==> config.mk <==
export PLATFORM = sky130hd
export DESIGN_NAME = dmsi_serial
export DESIGN_NICKNAME = d
export VERILOG_FILES = /design/src/dmsi_pkg.sv /design/src/dmsi_serial.sv
export SDC_FILE = /design/constraint.sdc
export NUM_CORES = 1
export LEC_CHECK = 0
export BUFFER_PORTS_ARGS = -buffer_cell sky130_fd_sc_hd__buf_2
export CAP_MARGIN = 10
export CORE_MARGIN = 1.5
export CORE_UTILIZATION = 25
export DETAILED_ROUTE_END_ITERATION = 8
export SLEW_MARGIN = 30
export SYNTH_ARGS = -nofsm -noshare
export SYNTH_HDL_FRONTEND = slang
export SYNTH_SLANG_ARGS = --single-unit
==> constraint.sdc <==
create_clock -name i_mclk -period 2.47 [get_ports i_mclk]
set_input_delay 0.1235 -clock i_mclk [delete_from_list [all_inputs] [get_ports i_mclk]]
set_output_delay 0.1235 -clock i_mclk [all_outputs]
set_load 0.01 [all_outputs]
==> src/dmsi_pkg.sv <==
// package for the dual mode serial interface: register map, fields, states
package dmsi_pkg;

	localparam logic [15:0] ADDR_IRQ_PRIO = 16'hff20;
	localparam logic [15:0] ADDR_MODE     = 16'hff48;
	localparam logic [15:0] ADDR_CTRL     = 16'hff49;
	localparam logic [15:0] ADDR_DATA     = 16'hff4a;
	localparam logic [15:0] ADDR_EVENTS   = 16'hff4b;

	// field positions in serial_mode_config
	localparam int MODE_LO_BIT = 1;
	localparam int CSRC_LO_BIT = 3;
	localparam int ODD_BIT     = 5;
	localparam int PAR_EN_BIT  = 6;
	// field positions in serial_control_status
	localparam int TX_ENABLE_BIT    = 0;
	localparam int TX_TRIGGER_BIT   = 1;
	localparam int RX_ENABLE_BIT    = 2;
	localparam int RX_TRIGGER_BIT   = 3;
	localparam int OVR_BIT     = 4;
	localparam int PERR_BIT    = 5;
	localparam int FERR_BIT    = 6;
	// field position in serial_irq_priority
	localparam int PRIO_LO_BIT = 4;
	// field positions in the event register
	localparam int TXDONE_BIT  = 0;
	localparam int RXDONE_BIT  = 1;
	localparam int RXERR_BIT   = 2;

	localparam logic [1:0] MODE_RST = 2'h0;
	localparam logic [1:0] CSRC_RST = 2'h0;
	localparam logic [1:0] PRIO_RST = 2'h0;

	// oscillator divide ratios, in high_osc_freq (i_mclk) cycles per bit
	localparam logic [4:0] DIV_4  = 5'h04;
	localparam logic [4:0] DIV_8  = 5'h08;
	localparam logic [4:0] DIV_16 = 5'h10;

	typedef enum logic [1:0] {
		DMSI_SYNC_MASTER = 2'b00,
		DMSI_SYNC_SLAVE  = 2'b01,
		DMSI_ASYNC_7     = 2'b10,
		DMSI_ASYNC_8     = 2'b11
	} dmsi_mode_t;

	typedef enum logic [1:0] {
		DMSI_CS_DIV16 = 2'b00,
		DMSI_CS_DIV8  = 2'b01,
		DMSI_CS_DIV4  = 2'b10,
		DMSI_CS_TIMER = 2'b11
	} dmsi_csrc_t;

	typedef enum logic [1:0] {
		DMSI_IDLE  = 2'b00,
		DMSI_SHIFT = 2'b01,
		DMSI_DONE  = 2'b10
	} dmsi_state_t;

	typedef struct packed {
		logic [15:0] addr;
		logic [7:0]  wdata;
		logic        wr;
		logic        rd;
	} dmsi_bus_t;

	typedef struct packed {
		logic serial_in;
		logic sclk_in;
		logic timer_tick;
	} dmsi_link_in_t;

endpackage : dmsi_pkg

==> src/dmsi_serial.sv <==
// dual mode serial interface: registers, transmitter and receiver
// Behaviour
// - two-bit mode field: async 8, async 7, sync slave, sync master; reset 00
// - two-bit clock source: timer, osc/4, osc/8, osc/16; reset 00
// - sync slave ignores clock source and shifts on external clock
// - parity enable adds parity on transmit and checks msb on receive
// - parity only in asynchronous modes
// - odd select picks odd parity, else even; reset 0
// - tx_enable enables transmitter; readable, reset 0
// - tx_trigger starts send after data load; reads busy; write 0 no effect
// - rx_enable enables receiver; readable, reset 0
// - sync modes: writing rx_trigger starts next character reception
// - sync slave: slave_ready_n goes low when rx_trigger written
// - async: rx_trigger marks buffer empty; new character before it sets overrun
// - rx_trigger reads 1 while receiving; write 0 no effect; reset 0
// - async 7-bit: data msb is not transmitted
// - async: shift register feeds separate receive buffer
// - async 7-bit with parity: buffer msb loaded with 0
// - overrun flag set on overrun, cleared by writing 1
// - parity mismatch sets parity error flag, cleared by writing 1
// - stop bit sampled 0 sets framing error flag, cleared by writing 1
// - error flags zero at reset and while rx_enable is 0
// - two-bit interrupt priority field, reset 00
// - 1 bits drive high, sampled high stored as 1
// - tx done flag on send end, rx done flag on buffer load
// - rx error flag on any parity, framing or overrun error
`timescale 1ns/1ps
`default_nettype none

module dmsi_serial
	import dmsi_pkg::*;
(
	// clock and reset
	input  wire logic          i_mclk,
	input  wire logic          i_rst,
	// register port
	input  wire dmsi_bus_t     i_bus,
	output logic [7:0]         o_rdata,
	// serial link
	input  wire dmsi_link_in_t i_link,
	output logic               o_serial_out,
	output logic               o_sclk_out,
	output logic               o_sclk_oe,
	output logic               o_slave_ready_n,
	// interrupt request level toward the controller
	output logic [1:0]         o_irq_level
);

	////////////////////////////////////////////////////////////////////
	// registers
	dmsi_mode_t  mode;
	dmsi_csrc_t  csrc;
	logic        par_en, par_odd, tx_en, rx_en, tx_busy, rx_busy;
	logic        ovr, perr, ferr, tx_done, rx_done, rx_err;
	logic [1:0]  prio;
	logic [7:0]  tx_data, rx_buf, rx_shift_out;
	logic        rx_buf_full;

	logic wr_mode, wr_ctrl, wr_data, wr_evt, wr_prio;
	assign wr_mode = i_bus.wr && i_bus.addr == ADDR_MODE;
	assign wr_ctrl = i_bus.wr && i_bus.addr == ADDR_CTRL;
	assign wr_data = i_bus.wr && i_bus.addr == ADDR_DATA;
	assign wr_evt  = i_bus.wr && i_bus.addr == ADDR_EVENTS;
	assign wr_prio = i_bus.wr && i_bus.addr == ADDR_IRQ_PRIO;

	logic is_async, tx_start, rx_start;
	assign is_async = mode[1];
	assign tx_start = wr_ctrl && i_bus.wdata[TX_TRIGGER_BIT] && tx_en && !tx_busy;
	assign rx_start = wr_ctrl && i_bus.wdata[RX_TRIGGER_BIT] && rx_en;

	// a 1 written to a flag clears it; a set in the same cycle still wins
	function automatic logic flag_next(input logic cur, input logic set, input logic clr);
		flag_next = set | (cur & ~clr);
	endfunction

	always_ff @(posedge i_mclk) begin
		if (i_rst) begin
			mode    <= dmsi_mode_t'(MODE_RST);
			csrc    <= dmsi_csrc_t'(CSRC_RST);
			par_en  <= 1'b0;
			par_odd <= 1'b0;
		end else if (wr_mode) begin
			mode    <= dmsi_mode_t'(i_bus.wdata[MODE_LO_BIT +: 2]);
			csrc    <= dmsi_csrc_t'(i_bus.wdata[CSRC_LO_BIT +: 2]);
			par_en  <= i_bus.wdata[PAR_EN_BIT];
			par_odd <= i_bus.wdata[ODD_BIT];
		end
	end

	always_ff @(posedge i_mclk) begin
		if (i_rst) begin
			tx_en <= 1'b0;
			rx_en <= 1'b0;
		end else if (wr_ctrl) begin
			tx_en <= i_bus.wdata[TX_ENABLE_BIT];
			rx_en <= i_bus.wdata[RX_ENABLE_BIT];
		end
	end

	always_ff @(posedge i_mclk) begin
		if (i_rst)
			prio <= PRIO_RST;
		else if (wr_prio)
			prio <= i_bus.wdata[PRIO_LO_BIT +: 2];
	end

	always_ff @(posedge i_mclk) begin
		if (i_rst)
			tx_data <= 8'h00;
		else if (wr_data)
			tx_data <= i_bus.wdata;
	end

	////////////////////////////////////////////////////////////////////
	// bit clock: oscillator divider or timer tick; slave uses far clock
	logic [4:0] div_cnt, div_ratio;
	logic       tick, half_tick;
	always_comb begin
		case (csrc)
			DMSI_CS_DIV4: div_ratio = DIV_4;
			DMSI_CS_DIV8: div_ratio = DIV_8;
			default:      div_ratio = DIV_16;
		endcase
	end

	always_ff @(posedge i_mclk) begin
		if (i_rst || div_cnt == div_ratio - 5'h01)
			div_cnt <= 5'h00;
		else
			div_cnt <= div_cnt + 5'h01;
	end

	// slave clock edges: far side drives sclk, sample on its rising edge, shift out on its falling edge
	// both history bits reset to the idle high level, so no false edge after reset
	logic sclk_q, sin_q, slave_rise, slave_fall;
	always_ff @(posedge i_mclk) begin
		if (i_rst) begin
			sclk_q <= 1'b1;
			sin_q  <= 1'b1;
		end else begin
			sclk_q <= i_link.sclk_in;
			sin_q  <= i_link.serial_in;
		end
	end
	assign slave_rise = i_link.sclk_in && !sclk_q;
	assign slave_fall = !i_link.sclk_in && sclk_q;

	logic osc_tick, osc_half;
	assign osc_tick = (csrc == DMSI_CS_TIMER) ? i_link.timer_tick : (div_cnt == 5'h00);
	assign osc_half = (csrc != DMSI_CS_TIMER) && (div_cnt == (div_ratio >> 1));
	assign tick      = (mode == DMSI_SYNC_SLAVE) ? slave_rise : osc_tick;
	assign half_tick = (mode == DMSI_SYNC_SLAVE) ? slave_fall : osc_half;

	////////////////////////////////////////////////////////////////////
	// transmitter
	dmsi_state_t tx_state;
	logic [3:0]  tx_cnt, tx_len;
	logic [10:0] tx_sr;
	logic        tx_par;
	assign tx_par = ^(mode == DMSI_ASYNC_7 ? {1'b0, tx_data[6:0]} : tx_data) ^ par_odd;
	assign tx_len = !is_async ? 4'd8 : (mode == DMSI_ASYNC_7 ? 4'd9 : 4'd10) + {3'b000, par_en};

	always_ff @(posedge i_mclk) begin
		if (i_rst || !tx_en) begin
			tx_state     <= DMSI_IDLE;
			tx_busy      <= 1'b0;
			tx_cnt       <= 4'h0;
			tx_sr        <= 11'h7ff;
			o_serial_out <= 1'b1;
		end else begin
			case (tx_state)
				DMSI_IDLE: if (tx_start) begin
					tx_busy  <= 1'b1;
					tx_cnt   <= 4'h0;
					tx_state <= DMSI_SHIFT;
					if (!is_async)
						tx_sr <= {3'b111, tx_data};
					else if (mode == DMSI_ASYNC_7)
						tx_sr <= par_en ? {2'b11, tx_par, tx_data[6:0], 1'b0}
						                : {3'b111, tx_data[6:0], 1'b0};
					else
						tx_sr <= par_en ? {1'b1, tx_par, tx_data, 1'b0}
						                : {2'b11, tx_data, 1'b0};
				end
				DMSI_SHIFT: if (is_async ? tick : half_tick) begin
					o_serial_out <= tx_sr[0];
					tx_sr        <= {1'b1, tx_sr[10:1]};
					tx_cnt       <= tx_cnt + 4'h1;
					if (tx_cnt == tx_len)
						tx_state <= DMSI_DONE;
				end
				DMSI_DONE: begin
					tx_busy      <= 1'b0;
					o_serial_out <= 1'b1;
					tx_state     <= DMSI_IDLE;
				end
				default: tx_state <= DMSI_IDLE;
			endcase
		end
	end

	// master clock out runs only while a sync character moves
	logic sync_act;
	assign sync_act = !is_async && (tx_busy || rx_busy);
	always_ff @(posedge i_mclk) begin
		if (i_rst || !sync_act)
			o_sclk_out <= 1'b1;
		else if (half_tick)
			o_sclk_out <= 1'b0;
		else if (tick)
			o_sclk_out <= 1'b1;
	end
	assign o_sclk_oe = (mode == DMSI_SYNC_MASTER);

	////////////////////////////////////////////////////////////////////
	// receiver; async samples mid-bit from the start edge on the oscillator sources
	dmsi_state_t rx_state;
	logic [3:0]  rx_cnt, rx_len;
	logic [9:0]  rx_sr;
	logic        rx_sample, rx_end, par_bad, stop_bad;
	assign rx_len = !is_async ? 4'd8 : (mode == DMSI_ASYNC_7 ? 4'd8 : 4'd9) + {3'b000, par_en};

	// bit timer restarts at the start edge; the free divider phase would drift off mid-bit
	logic [4:0] rx_ph;
	always_ff @(posedge i_mclk) begin
		if (i_rst || rx_state != DMSI_SHIFT || rx_ph == div_ratio - 5'h01)
			rx_ph <= 5'h00;
		else
			rx_ph <= rx_ph + 5'h01;
	end
	// timer source: samples on the tick, so its phase is the timer's own
	assign rx_sample = !is_async ? tick
	                 : (csrc == DMSI_CS_TIMER) ? i_link.timer_tick : (rx_ph == (div_ratio >> 1));

	always_ff @(posedge i_mclk) begin
		if (i_rst || !rx_en) begin
			rx_state <= DMSI_IDLE;
			rx_busy  <= 1'b0;
			rx_cnt   <= 4'h0;
			rx_sr    <= 10'h000;
		end else begin
			case (rx_state)
				DMSI_IDLE: begin
					if ((!is_async && rx_start) || (is_async && sin_q && !i_link.serial_in)) begin
						rx_busy  <= 1'b1;
						rx_cnt   <= 4'h0;
						rx_state <= DMSI_SHIFT;
					end
				end
				DMSI_SHIFT: if (rx_sample) begin
					if (!(is_async && rx_cnt == 4'h0))
						rx_sr <= {i_link.serial_in, rx_sr[9:1]};
					rx_cnt <= rx_cnt + 4'h1;
					if (rx_cnt == rx_len)
						rx_state <= DMSI_DONE;
				end
				DMSI_DONE: begin
					rx_busy  <= is_async; // async keeps listening
					rx_state <= DMSI_IDLE;
				end
				default: rx_state <= DMSI_IDLE;
			endcase
		end
	end
	assign rx_end = rx_en && rx_state == DMSI_DONE;

	// right-align the captured bits and split parity and stop
	logic [9:0] rx_al;
	always_comb begin
		// seven data bits and a stop, no parity: eight shifts, so one place higher
		if (!is_async || (mode == DMSI_ASYNC_7 && !par_en))
			rx_al = {2'b11, rx_sr[9:2]};
		else if (mode == DMSI_ASYNC_8 && par_en)
			rx_al = rx_sr;
		else
			rx_al = {1'b0, rx_sr[9:1]};
		rx_shift_out = (mode == DMSI_ASYNC_7) ? {1'b0, rx_al[6:0]} : rx_al[7:0];
		par_bad = par_en && ((mode == DMSI_ASYNC_7 ? ^rx_al[7:0] : ^rx_al[8:0]) != par_odd);
		stop_bad = !i_link.serial_in;
	end

	logic ovr_ev, perr_ev, ferr_ev, load_ev;
	assign ovr_ev  = rx_end && is_async && rx_buf_full;
	assign perr_ev = rx_end && is_async && par_bad;
	assign ferr_ev = rx_end && is_async && stop_bad;
	assign load_ev = rx_end && !ovr_ev;

	always_ff @(posedge i_mclk) begin
		if (i_rst)
			rx_buf <= 8'h00;
		else if (load_ev)
			rx_buf <= rx_shift_out;
	end

	always_ff @(posedge i_mclk) begin
		if (i_rst || !rx_en || !is_async)
			rx_buf_full <= 1'b0;
		else if (load_ev)
			rx_buf_full <= 1'b1;
		else if (rx_start)
			rx_buf_full <= 1'b0;
	end

	////////////////////////////////////////////////////////////////////
	// error and event flags
	always_ff @(posedge i_mclk) begin
		if (i_rst || !rx_en) begin
			ovr  <= 1'b0;
			perr <= 1'b0;
			ferr <= 1'b0;
		end else begin
			ovr  <= flag_next(ovr, ovr_ev, wr_ctrl && i_bus.wdata[OVR_BIT]);
			perr <= flag_next(perr, perr_ev, wr_ctrl && i_bus.wdata[PERR_BIT]);
			ferr <= flag_next(ferr, ferr_ev, wr_ctrl && i_bus.wdata[FERR_BIT]);
		end
	end

	always_ff @(posedge i_mclk) begin
		if (i_rst) begin
			tx_done <= 1'b0;
			rx_done <= 1'b0;
			rx_err  <= 1'b0;
		end else begin
			tx_done <= flag_next(tx_done, tx_state == DMSI_DONE,
			                     wr_evt && i_bus.wdata[TXDONE_BIT]);
			rx_done <= flag_next(rx_done, load_ev, wr_evt && i_bus.wdata[RXDONE_BIT]);
			rx_err  <= flag_next(rx_err, ovr_ev | perr_ev | ferr_ev,
			                     wr_evt && i_bus.wdata[RXERR_BIT]);
		end
	end

	// ready low from the rx_trigger write until the character is in
	always_ff @(posedge i_mclk) begin
		if (i_rst || mode != DMSI_SYNC_SLAVE || !rx_en)
			o_slave_ready_n <= 1'b1;
		else if (rx_start)
			o_slave_ready_n <= 1'b0;
		else if (rx_end)
			o_slave_ready_n <= 1'b1;
	end

	assign o_irq_level = ((tx_done | rx_done | rx_err) && prio != 2'b00) ? prio : 2'b00;

	////////////////////////////////////////////////////////////////////
	// read data, one cycle after the strobe
	always_ff @(posedge i_mclk) begin
		if (i_rst || !i_bus.rd)
			o_rdata <= 8'h00;
		else begin
			case (i_bus.addr)
				ADDR_MODE:     o_rdata <= {1'b0, par_en, par_odd, csrc, mode, 1'b0};
				ADDR_CTRL:     o_rdata <= {1'b0, ferr, perr, ovr, rx_busy, rx_en, tx_busy, tx_en};
				ADDR_DATA:     o_rdata <= rx_buf;
				ADDR_EVENTS:   o_rdata <= {5'h00, rx_err, rx_done, tx_done};
				ADDR_IRQ_PRIO: o_rdata <= {2'b00, prio, 4'h0};
				default:       o_rdata <= 8'h00;
			endcase
		end
	end
endmodule : dmsi_serial

`default_nettype wire

== Word-level counts from Yosys, hierarchy flattened ==
Cells that the tools add are included.
Storage, ports and cells
  bits in read-only memories: 0
  input port bits: 31
  register bits: 91
  word-level logic and storage cells: 228
  output and inout bits: 14
  memories: 0
  bits in writable memories: 0
  latch bits: 0
Operators by class
  add/sub/neg operators: 7
  shift-type cells: 0
  div/mod/pow operators: 0
  muxes and demuxes: 51
  magnitude comparators: 0
  bitwise gates (word level): 24
  reductions and logical operators: 83
  equal/unequal tests: 31
  $mul: 0
Operator list (count)
  equality test 16 bit, second input constant: 5
  case mux 8 bit (5 select lines): 1
  logical AND 1 bit: 34
  two-way mux 10 bit: 3
  two-way mux 9 bit: 3
  two-way mux 4 bit: 6
  two-way mux 11 bit: 2
  case mux 11 bit (2 select lines): 1
  nonzero test 2 bit: 9
  two-way mux 1 bit: 17
  two-way mux 2 bit: 8
  two-way mux 8 bit: 2
  case mux 4 bit (2 select lines): 2
  parity 8 bit: 2
  AND reduction 3 bit: 5
  inequality test 2 bit, second input constant: 7
  logical OR 1 bit: 13
  equality test 2 bit, second input constant: 6
  logical NOT 1 bit: 11
  adder 5 x 1 -> 5 bit, second input constant: 2
  equality test 5 x 4 -> 1 bit: 2
  equality test 5 bit: 2
  OR 1 bit: 10
  case mux 5 bit (2 select lines): 1
  17 further kinds: 42

== Logic depth before layout (Yosys ltp) ==
  depth in word-level cells: 12
  depth in mapped cells: 11
  depth with buffers taken out: 10

== Worst setup path before layout ==
No wires, ideal clock.
  path type: reg-to-reg
  start: reg mode[1]
  end: reg perr
  path slack: -0.086 ns
  required time: 2.407 ns
  library setup time: 0.063 ns
  cell stages (with the launch flop): 11
  data arrival time: 2.493 ns
  buffers on the path: 1
  clock period less this slack: 2.556 ns
  cells stage by stage: dfxtp_1 clkbuf_1 inv_1 nor2_1 ha_1 nand2b_1 a211oi_1 or3_1 o211a_1 or4b_1 nand3_1
Between the ends
  longest elaborated chain between the ends: 10
  elaborated cells on any way between the ends: 16
  classes of those cells: eq/ne (3); mux (3); bitwise (1); reduce/logical (9)
RTL lines
  start: declaration: RTL line dmsi_serial.sv:51  | dmsi_mode_t mode;
  start signal: assignment: RTL line dmsi_serial.sv:78  | mode <= dmsi_mode_t'(MODE_RST);
  start signal: assignment: RTL line dmsi_serial.sv:83  | mode <= dmsi_mode_t'(i_bus.wdata[MODE_LO_BIT +: 2]);
  equality test 2 bit (on tied branches): RTL line dmsi_serial.sv:273, dmsi_serial.sv:271, dmsi_serial.sv:278
  logical AND 1 bit (on tied branches): RTL line dmsi_serial.sv:273, dmsi_serial.sv:271
  two-way mux 9 bit / logical OR 1 bit (equally long branches): RTL line dmsi_serial.sv:273, dmsi_serial.sv:271
  two-way mux 9 bit: RTL line dmsi_serial.sv:271  | if (!is_async || (mode == DMSI_ASYNC_7 && !par_en))
  parity 9 bit / parity 8 bit (equally long branches): RTL line dmsi_serial.sv:278  | par_bad = par_en && ((mode == DMSI_ASYNC_7 ? ^rx_al[7:0] : ^rx_al[8:0]) != par_odd);
  two-way mux 1 bit: RTL line dmsi_serial.sv:278
  inequality test 1 bit: RTL line dmsi_serial.sv:278
  logical AND 1 bit: RTL line dmsi_serial.sv:278
  logical AND 1 bit (*): RTL line dmsi_serial.sv:284  | assign perr_ev = rx_end && is_async && par_bad;
  OR 1 bit (*): RTL line dmsi_serial.sv:73  | flag_next = set | (cur & ~clr);
  end signal: assignment: RTL line dmsi_serial.sv:313  | perr <= flag_next(perr, perr_ev, wr_ctrl && i_bus.wdata[PERR_BIT]);
  end: declaration: RTL line dmsi_serial.sv:54  | logic ovr, perr, ferr, tx_done, rx_done, rx_err;
Mark *: on every way between the ends. The rest lies on a longest branch, timed or not.
A chain may end at the register's enable or synchronous reset.

== Final worst setup path ==
  start: reg mode[1]
  end: reg rx_err
Between the ends
  longest elaborated chain between the ends: 12
  elaborated cells on any way between the ends: 20
  classes of those cells: eq/ne (3); mux (3); bitwise (3); reduce/logical (11)
RTL lines
  equality test 2 bit (on tied branches): RTL line dmsi_serial.sv:273, dmsi_serial.sv:271, dmsi_serial.sv:278
  logical AND 1 bit (on tied branches): RTL line dmsi_serial.sv:273, dmsi_serial.sv:271
  two-way mux 9 bit / logical OR 1 bit (equally long branches): RTL line dmsi_serial.sv:273, dmsi_serial.sv:271
  two-way mux 9 bit: RTL line dmsi_serial.sv:271
  parity 9 bit / parity 8 bit (equally long branches): RTL line dmsi_serial.sv:278
  two-way mux 1 bit: RTL line dmsi_serial.sv:278
  inequality test 1 bit: RTL line dmsi_serial.sv:278
  logical AND 1 bit: RTL line dmsi_serial.sv:278
  logical AND 1 bit: RTL line dmsi_serial.sv:284
  OR 1 bit: RTL line dmsi_serial.sv:327  | rx_err <= flag_next(rx_err, ovr_ev | perr_ev | ferr_ev,
  OR 1 bit (*): RTL line dmsi_serial.sv:327
  OR 1 bit (*): RTL line dmsi_serial.sv:73
  end signal: assignment: RTL line dmsi_serial.sv:327
  end: declaration: RTL line dmsi_serial.sv:54
Marked as above.

==> results_dict.tcl <==
set metrics [dict create \
    worst_slew_pin_slew_ps 606 \
    drive_gt1_share_pct 17.3 \
    synth.top_cell.area_share_pct 38.5 \
    yosysMostFrequentCell "dfxtp_1" \
    grt_pass1_vias 3982 \
    crit_arrival_ps 2580 \
    slew_headroom_pct 59.4 \
    irDropWorstVdd_mv 0.331 \
    drv_slew 0 \
    async_flop_share_pct 0 \
    io_buffers 44 \
    gr-total-overflow 0 \
    endpoint_kind "flop" \
    hold_buffers 0 \
    fin_ws_ps 177 \
    power.total_mw 2.91 \
    numCtsBuffers 9 \
    period_needed_ps 2290 \
    place_congestion 0.758 \
    fin_setup_tns_ps 0 \
    cts_max_path_buffers 2 \
    fmaxAchievable_ghz 0.436 \
    post_cts_resized 0 \
    synthFlopType "dfxtp_1" \
    clock_latency_ps 350 \
    syn_to_final_growth_pct 20.0 \
    vias 4121 \
    die_w_um 140 \
    htreeDepth 3 \
    cp_slowest_stage_delay_ps 530 \
    hold_violations 0 \
    slowest_stage "or4b_1" \
    p_leak_nw 2.06 \
    p_per_area_nw_per_um2 520 \
    route.detailed.drc 8 \
    dr_wl_met3_um 552 \
    cts_tree "yes" \
    ys_seq_elements 90 \
    post_drt_wl_per_cell_um 14.0 \
    violations "design-rule violations" \
    preCtsSetupSlack_ps 64.9 \
    setup_viol 0 \
    synth_seq_area_share_pct 38.5 \
    drt_first_pass_iters 7 \
    antenna_found_initial 0 \
    wl_met2_um 5300 \
    crit_buf_inv 1 \
    antenna_cells 0 \
    clkTransAtPathRegs_ps 70 \
    dp_hpwl_um 8960 \
    pin_count 45 \
    cts-root-buf "clkbuf_16" \
    fp-row-count 49 \
    netlist_area_um2 4680 \
    post_cts_buffers 0 \
    post-route-period-util_pct 92.8 \
    crit_fanout 5 \
    synth_cells 563 \
    critical-path-top-delay-family "simple AND/OR/NAND/NOR gates" \
    path_cells "inv_1 > nor2_1 > ha_1 > nand2b_1 > a211oi_1 > or3_1 > o211a_1 > or4b_1 > nand3_1" \
    critPathLaunchType "flop" \
    drt_iter0_markers 256 \
    highest_layer "met4" \
    fin_nets 664 \
    syn_nets 605 \
    placeableCoreArea_um2 18100 \
    start_util_pct 25.8 \
    synthTopCellsByArea "dfxtp_1 (39%), mux2i_1 (7.1%), nor2_1 (6.3%)" \
    grt_max_degree 30 \
    syn-mean-instance-area_um2 8.31 \
    design.die.area_um2 19500 \
    synth_cell_types 57 \
    die_h_um 140 \
    status "complete, but fails checks" \
    yosys.area.top_type "dfxtp_1" \
    fin_util_pct 30.9 \
    synth_warnings 0 \
    routed_via_density 4.82 \
    path_class "reg -> reg" \
    skew_ps 8.71 \
    holdCritPathClass "in -> reg" \
    grt_use_total_pct 12.6 \
    required_ps 2760 \
    synth_edf_count 0 \
    reg2reg_slack_ps 180 \
    drt-total-wl_um 11900 \
    max_cap_viol_count 0 \
    met1_length_um 5910 \
    synth_common_cells "dfxtp_1 (90), nor2_1 (79), a21oi_1 (46)" \
    ant_nets 0 \
    grt_pass1_wl_um 19700 \
    numClockSinks 90 \
    rsz0062_at_grt "false" \
]
-- layer usage --
layer  global-route usage, %  vias to the layer above
li1                        -                     2118
met1                    17.1                     1923
met2                    19.5                       69
met3                    2.72                       11
met4                    4.76                        0
met5                       0                        -
-- sequential cells by signal, indices dropped and copies added, names as in the netlist, 4 cells and up --
register,flops
div_cnt,5
rx_sr,10
o_rdata,8
tx_sr,10
rx_buf,8
rx_cnt,4
tx_data,8
tx_cnt,4
rx_ph,5
-- stage by stage --
stage,area [um^2],hold WS [ps],instances
after floorplan,4680,227,563
after global placement,5310,356,840
after detailed placement,5310,375,840
after CTS,5590,14.7,855
after global routing,5610,29.0,855
final,5610,18.1,855
-- layout make-up --
| cell class | instances | area [um^2] |
|---|---|---|
| Clock inverter | 4 | 53.8 |
| Sequential cell | 90 | 1800 |
| Tap cell | 229 | 287 |
| Clock buffer | 11 | 233 |
| Inverter | 27 | 101 |
| Multi-Input combinational cell | 422 | 2700 |
| Timing Repair Buffer | 72 | 430 |
| Fill cell | 1942 | 12500 |
-- where the power goes --
group	switching, mW	leakage, nW	internal (mW)	total [mW]
registers	0.00654	0.726	1.46	1.46
logic	0.0631	1.20	0.0462	0.109
clock network	0.561	0.132	0.781	1.34
total	0.630	2.06	2.28	2.91
-- final timing paths --
| check | start | endpoint | depth (start not counted) |
|---|---|---|---|
| worst max-delay path | mode[1]$_SDFFE_PP0P_ | rx_err$_SDFF_PP0_ | 9 |
| worst min-delay path | i_bus[9] | tx_data[7]$_SDFFE_PP0P_ | 3 |
| worst max register to register | mode[1]$_SDFFE_PP0P_ | rx_err$_SDFF_PP0_ | 9 |
| worst min register to register | rx_buf[7]$_SDFFE_PP0P_ | rx_buf[7]$_SDFFE_PP0P_ | 2 |
-- tightest hold or removal path: stages --
cell and delay (ps):
buf_2 80, mux2i_1 50, nor2_1 70
-- layout by cell type, fill, tap and decap left out, drive strengths merged, types with 9 or more instances in the layout --
cell type,synthesis,final
o21ai,30,30
nor2b,9,9
nor2,79,79
a211oi,12,12
dfxtp,90,90
xnor2,21,21
nor3,9,9
mux2i,33,33
inv,27,27
nand2,38,38
ha,11,11
nor4,9,9
clkbuf,22,11
buf,2,72
xor2,13,13
nand3,27,27
a21oi,46,46
-- logic make-up (layout without fill, tap and decap cells) --
kind of cell / count (synthesis) / count (layout) / synth area share (%)
DFF: 90 / 90 / 38.5
xor gates and xnor gates: 34 / 34 / 6.37
muxes: 38 / 38 / 8.75
and+or+nand+nor: 212 / 212 / 22.2
buffers and inverters: 51 / 114 / 4.09
adders and majority gates: 12 / 12 / 3.16
AOI/OAI and AO/OA: 126 / 126 / 16.9
Note: power is estimated with default switching activity, not from simulation.
